## config.mk

```make
export PLATFORM = sky130hd
export DESIGN_NAME = scamc_atten_regs
export DESIGN_NICKNAME = d
export VERILOG_FILES = /design/src/scamc_pkg.sv /design/src/scamc_atten_regs.sv
export SDC_FILE = /design/constraint.sdc
export NUM_CORES = 1
export LEC_CHECK = 0
export BUFFER_PORTS_ARGS = -buffer_cell sky130_fd_sc_hd__buf_2
export CAP_MARGIN = 0
export CORE_ASPECT_RATIO = 1.4
export CORE_MARGIN = 4
export CORE_UTILIZATION = 45
export DETAILED_ROUTE_END_ITERATION = 6
export PLACE_DENSITY = 0.73
export SLEW_MARGIN = 20
export SYNTH_ARGS = -nofsm -noshare
export SYNTH_HDL_FRONTEND = slang
export SYNTH_SLANG_ARGS = --single-unit
```

## constraint.sdc

```tcl
create_clock -name clk_sys -period 3.95 [get_ports clk_sys]
set_input_delay 0.5925 -clock clk_sys [delete_from_list [all_inputs] [get_ports clk_sys]]
set_output_delay 0.5925 -clock clk_sys [all_outputs]
set_load 0.02 [all_outputs]
```

## src/scamc_pkg.sv

```systemverilog
package scamc_pkg;

    localparam int          NUM_CH             = 6;
    localparam int          IDX_W              = 7;
    localparam int          DATA_W             = 8;
    localparam logic [6:0]  IDX_CH1_ATTEN      = 7'h01;
    localparam logic [6:0]  IDX_LOAD_RATE_MUTE = 7'h07;
    localparam logic [6:0]  IDX_ENABLE_ZMUTE   = 7'h08;
    localparam logic        RW_WRITE           = 1'b0;
    localparam logic        RW_READ            = 1'b1;
    localparam int          LOAD_EN_BIT        = 7;
    localparam int          RATE_SEL_BIT       = 6;
    localparam int          ZMUTE_EN_BIT       = 6;
    localparam logic [7:0]  ATTEN_RESET        = 8'hff;
    localparam logic [7:0]  ATTEN_INFINITE     = 8'h80;
    localparam logic [7:0]  LOAD_RATE_RESET    = 8'h00;
    localparam logic [7:0]  ENABLE_ZMUTE_RESET = 8'h00;
    localparam logic [7:0]  ENABLE_ZMUTE_MASK  = 8'h7f;
    localparam logic [1:0]  RAMP_FAST_LAST     = 2'h1;
    localparam logic [1:0]  RAMP_SLOW_LAST     = 2'h3;
    localparam logic [1:0]  RAMP_CNT_RESET     = 2'h0;

    typedef struct packed {
        logic       rw;
        logic [6:0] register_index;
        logic [7:0] data;
    } scamc_ctrl_word_t;

    typedef logic [NUM_CH-1:0][DATA_W-1:0] scamc_levels_t;

endpackage

```

## src/scamc_atten_regs.sv

```systemverilog
`timescale 1ns/1ps
module scamc_atten_regs (
    input  wire logic                      clk_sys,
    input  wire logic                      resetn,
    input  wire logic                      ctrl_valid,
    input  wire scamc_pkg::scamc_ctrl_word_t ctrl_word,
    output logic [7:0]                     rd_data,
    output logic                           rd_valid,
    input  wire logic                      sample_strobe,
    input  wire logic                      output_phase_invert,
    input  wire logic [5:0]                zero_detect_in,
    output scamc_pkg::scamc_levels_t       channel_atten_level,
    output logic [5:0]                     channel_disable,
    output logic [5:0]                     zero_mute_out
);
    import scamc_pkg::*;

    ////////////////////////////////////////////////////////////////////////////
    scamc_levels_t reg_q;
    scamc_levels_t reg_d;
    scamc_levels_t tgt_q;
    scamc_levels_t tgt_d;
    scamc_levels_t cur_q;
    scamc_levels_t cur_d;
    scamc_levels_t goal;
    logic [7:0]    ctl7_q;
    logic [7:0]    ctl7_d;
    logic [7:0]    ctl8_q;
    logic [7:0]    ctl8_d;
    logic [1:0]    cnt_q;
    logic [1:0]    cnt_d;
    logic [7:0]    rd_data_q;
    logic [7:0]    rd_data_d;
    logic          rd_valid_q;
    logic          rd_valid_d;
    logic          wr;
    logic          tick;
    logic          load_en;
    logic          rate_sel;
    logic [5:0]    mute;

    // Folds every code at or below the mute code onto the mute code.
    function automatic logic [7:0] norm_level(input logic [7:0] code);
        norm_level = (code <= ATTEN_INFINITE) ? ATTEN_INFINITE : code;
    endfunction

    // Returns the stored byte for a register index, zero when unmapped.
    function automatic logic [7:0] read_mux(input logic [6:0] idx,
                                            input scamc_levels_t lv,
                                            input logic [7:0] r7,
                                            input logic [7:0] r8);
        read_mux = 8'h00;
        if (idx >= IDX_CH1_ATTEN && idx < IDX_LOAD_RATE_MUTE) begin
            read_mux = lv[3'(idx - IDX_CH1_ATTEN)];
        end else if (idx == IDX_LOAD_RATE_MUTE) begin
            read_mux = r7;
        end else if (idx == IDX_ENABLE_ZMUTE) begin
            read_mux = r8;
        end
    endfunction

    assign load_en  = ctl7_q[LOAD_EN_BIT];
    assign rate_sel = ctl7_q[RATE_SEL_BIT];
    assign mute     = ctl7_q[5:0];
    assign wr       = ctrl_valid && (ctrl_word.rw == RW_WRITE);

    ////////////////////////////////////////////////////////////////////////////
    // Register writes and reads.
    always_comb begin
        reg_d      = reg_q;
        tgt_d      = tgt_q;
        ctl7_d     = ctl7_q;
        ctl8_d     = ctl8_q;
        rd_data_d  = rd_data_q;
        rd_valid_d = 1'b0;
        for (int i = 0; i < NUM_CH; i++) begin
            if (wr && ctrl_word.register_index == IDX_CH1_ATTEN + 7'(i)) begin
                reg_d[i] = ctrl_word.data;
                if (load_en) begin
                    tgt_d[i] = ctrl_word.data;
                end
            end
        end
        if (wr && ctrl_word.register_index == IDX_LOAD_RATE_MUTE) begin
            ctl7_d = ctrl_word.data;
        end else if (wr && ctrl_word.register_index == IDX_ENABLE_ZMUTE) begin
            ctl8_d = ctrl_word.data & ENABLE_ZMUTE_MASK;
        end
        if (ctrl_valid && ctrl_word.rw == RW_READ) begin
            rd_valid_d = 1'b1;
            rd_data_d  = read_mux(ctrl_word.register_index, reg_q, ctl7_q, ctl8_q);
        end
    end

    // Sample-strobe divider; a rate register write restarts it.
    always_comb begin
        tick  = sample_strobe && (cnt_q == (rate_sel ? RAMP_SLOW_LAST : RAMP_FAST_LAST));
        cnt_d = cnt_q;
        if (wr && ctrl_word.register_index == IDX_LOAD_RATE_MUTE) begin
            cnt_d = RAMP_CNT_RESET;
        end else if (tick) begin
            cnt_d = RAMP_CNT_RESET;
        end else if (sample_strobe) begin
            cnt_d = cnt_q + 2'h1;
        end
    end

    // Each applied level walks one step per tick toward its goal.
    always_comb begin
        cur_d = cur_q;
        for (int i = 0; i < NUM_CH; i++) begin
            goal[i] = mute[i] ? ATTEN_INFINITE : norm_level(tgt_q[i]);
            if (tick && cur_q[i] < goal[i]) begin
                cur_d[i] = cur_q[i] + 8'h01;
            end else if (tick && cur_q[i] > goal[i]) begin
                cur_d[i] = cur_q[i] - 8'h01;
            end
        end
    end

    always_ff @(posedge clk_sys) begin
        if (!resetn) begin
            reg_q      <= {NUM_CH{ATTEN_RESET}};
            tgt_q      <= {NUM_CH{ATTEN_RESET}};
            cur_q      <= {NUM_CH{ATTEN_RESET}};
            ctl7_q     <= LOAD_RATE_RESET;
            ctl8_q     <= ENABLE_ZMUTE_RESET;
            cnt_q      <= RAMP_CNT_RESET;
            rd_data_q  <= 8'h00;
            rd_valid_q <= 1'b0;
        end else begin
            reg_q      <= reg_d;
            tgt_q      <= tgt_d;
            cur_q      <= cur_d;
            ctl7_q     <= ctl7_d;
            ctl8_q     <= ctl8_d;
            cnt_q      <= cnt_d;
            rd_data_q  <= rd_data_d;
            rd_valid_q <= rd_valid_d;
        end
    end

    ////////////////////////////////////////////////////////////////////////////
    // Applied level code: 255 is 0 dB, each step down is 0.5 dB, 128 is mute.
    assign channel_atten_level = cur_q;
    assign channel_disable     = ctl8_q[5:0];
    assign zero_mute_out       = zero_detect_in
                               & {6{ctl8_q[ZMUTE_EN_BIT] & ~output_phase_invert}};
    assign rd_data             = rd_data_q;
    assign rd_valid            = rd_valid_q;

    ////////////////////////////////////////////////////////////////////////////
    // Helper: strobes seen since the last tick or rate write.
    logic [2:0] seen_q;
    always_ff @(posedge clk_sys) begin
        if (!resetn) begin
            seen_q <= 3'h0;
        end else if (tick || (wr && ctrl_word.register_index == IDX_LOAD_RATE_MUTE)) begin
            seen_q <= 3'h0;
        end else if (sample_strobe && seen_q != 3'h7) begin
            seen_q <= seen_q + 3'h1;
        end
    end
endmodule

```

==> results_dict.tcl <==
set metrics [dict create \
    status "complete, but fails checks" \
    violations "design-rule violations" \
    netlist-cell-type-count 65 \
    critPathKind "reg -> reg" \
    postCtsHoldBufs 0 \
    cp_cell_sequence "nor2b_2 > nand2_1 > ha_1 > a21oi_1 > a31oi_1 > or4_4 > ha_1 > a211oi_1 > o211ai_1 > a211o_1 > mux2i_1 > mux2_1" \
    avgSynthCellArea_sq_um 8.96 \
    core_region_area_sq_mm 0.0212 \
    root_buffer "clkbuf_16" \
    vdd_drop_max_mv 0.317 \
    fmax_mhz 275 \
    clock_latency_ps 430 \
    finalSetupViolations 0 \
    synth_edf_count 0 \
    finalCritPeriodShare 0.920 \
    grt_pass1_wl_mm 39.7 \
    io_pins 96 \
    nFillCells 1917 \
    arrival_ps 3950 \
    critPathTopFamily "compound AO/OA/AOI/OAI gates" \
    critical_path_depth 12 \
    ant_nets 0 \
    grt_max_degree 109 \
    start_util 0.458 \
    multi_input_area_sq_mm 0.00599 \
    port_buffers 95 \
    cts.sinks 170 \
    whs_path_depth 2 \
    slew_viol_final 0 \
    rr_worst_depth 12 \
    ctsHtreeMaxLevel 4 \
    pwr-share-clk 0.419 \
    ys_ff_latch 170 \
    fin_tns_setup_ps 0 \
    endpoint_kind "register" \
    crit_top_cell "ha_1" \
    die_h_um 182 \
    critPathRequiredTime_ps 4270 \
    finalInstanceArea_sq_mm 0.0111 \
    seqCellArea_sq_mm 0.00340 \
    pwr-share-seq 0.412 \
    async_flop_share 0 \
    yosysTopAreaCell "dfxtp_1" \
    cts_tree "yes" \
    power_density_mw_per_mm2 399 \
    worst-path-buf-inv 0 \
    cap_violations 0 \
    p_int_uw 3190 \
    die-area_sq_mm 0.0240 \
    drt_iter0_drc 509 \
    grt_remaining_overflow 0 \
    crit_fanout 9 \
    synth_area_sq_mm 0.00972 \
    num_vias 8175 \
    slew-limit-headroom 0.403 \
    synth.top_cell.area_share 0.350 \
    fin_util 0.521 \
    synth_area_leaders "dfxtp_1, ha_1, mux2i_1" \
    fin_crit_ps 3630 \
    yosys-top-cells-count "nand2_1, dfxtp_1, mux2i_1" \
    max_stage_delay_ps 600 \
    antenna_found_initial 0 \
    rsz0062_at_grt "no" \
    dp_hpwl_mm 17.3 \
    area_growth_pct 13.8 \
    routed_via_density 5.69 \
    core.rowCount 63 \
    p_switching_uw 1220 \
    stdcell_count 1436 \
    cts_buffer_depth 2 \
    cpMaxStageDelayCell "or4_4" \
    cts_buffers 17 \
    synthFlopType "dfxtp_1" \
    final_nets 1285 \
    wl_mm 24.1 \
    syn_inst 1084 \
    tightest_slew_ps 883 \
    drive_gt1_frac 0.152 \
    yosysWarnings 0 \
    p_comb_frac 0.169 \
    wl_per_cell_um 16.8 \
    min_path_type "reg -> reg" \
    ys_seq_area_frac 0.350 \
    gr-usage-all-layers 0.200 \
    grt_pass1_vias 8121 \
    antenna_cells 0 \
    dr.pass1.iters 7 \
    dp.cells 1403 \
    startpoint_type "register" \
    clkTransAtPathRegs_ps 60 \
    dieWidth_um 132 \
    p_leak_uw 0.00523 \
    drc 3 \
    gp_congestion 0.824 \
    dpl_cell_area_sq_mm 0.0104 \
    skew_ps 8.22 \
    yosysMostFrequentCell "nand2_1" \
    hold_viol_final 0 \
    switching_share 0.276 \
]
[worst min-delay path, cell delays in order, from the launching register on]
cell     delay [ps]
dfxtp_1         320
nand2_1          50
nand3_1          70
[final timing paths]
path | from | endpoint | slack, ps
worst max-delay path | tgt_q[7] | channel_atten_level[7] | 320
worst min-delay path | tgt_q[23] | tgt_q[23] | 470
worst max register to register | tgt_q[7] | channel_atten_level[7] | 320
worst min register to register | tgt_q[23] | tgt_q[23] | 470
[state kept, by name (all words and copies together), names as in the netlist]
signal and flops:
tgt_q 48, reg_q 48, channel_atten_level 48, rd_valid 1, ctl7_q 8, cnt_q 2, rd_data 8, ctl8_q 7
[stage by stage]
step                      power (uW)  setup WS, ps  hold WS [ps]
after global placement          2570           296           442
after detailed placement        2600           228           448
after floorplan                 2400           539           432
after CTS                       4440           213           464
final                           4410           316           466
after global routing            4600          8.82           478
[cell families after synthesis]
family / after synthesis / share of synthesized area
AO/OA/AOI/OAI: 166 / 0.120
XOR/XNOR: 36 / 0.0344
adder cells (fa/ha/maj): 94 / 0.126
buffers and inverters: 76 / 0.0363
flip-flops: 170 / 0.350
multiplexers: 111 / 0.125
other: 1 / 0.000386
AND/OR/NAND/NOR: 430 / 0.208
[timing repair]
action | CTS | global route
resized for setup | 0 | 3
endpoints found under the setup margin | 0 | 4
buffers inserted | 0 | 2
[layer usage]
metal / share of wire / vias to the layer above / track usage
li1: - / 4001 / -
met1: 0.40 / 3911 / 0.220
met2: 0.52 / 197 / 0.366
met3: 0.037 / 66 / 0.0327
met4: 0.045 / 0 / 0.109
met5: 0 / - / 0
[layout by cell type (no fill, tap or decap), drive strengths merged, types with 6 or more instances in the layout]
master  Yosys  routed
conb        1       6
nor2b      10      10
inv        20      22
o21ai      20      20
and3        9       9
xor2       17      17
nand4b      6       6
nand3      70      70
clkbuf     34      18
nor3        9       9
buf        21     112
a21oi      47      47
xnor2      19      19
mux4        8       8
fa          6       6
a22oi       8       8
nand2b      9       9
o211ai     20      20
a221oi      7       7
mux2i      97      97
nand2     234     234
dfxtp     170     170
nor2       35      35
and2       19      19
ha         88      88
a22o       10      10
a211oi      9       9
mux2        6       6
nand4      17      17
a21o       10      10
[power by group through the flow]
stage / Combinational [uW] / Clock, uW / Sequential [uW]
6_report: 744 / 1850 / 1820
5_1_grt: 830 / 1940 / 1830
4_1_cts: 743 / 1880 / 1820
3_5_place_dp: 740 / 0 / 1860
3_3_place_gp: 718 / 0 / 1860
2_1_floorplan: 506 / 0 / 1890
[final cells by class]
type	instances	share of cell area
well taps	260	0.0294
multi-input cells	843	0.541
clock buffers	18	0.0388
clock inverters	13	0.0198
flip-flops and latches	170	0.308
inverters	20	0.00679
repair buffers	112	0.0559
(Power assumes the default switching activity.)
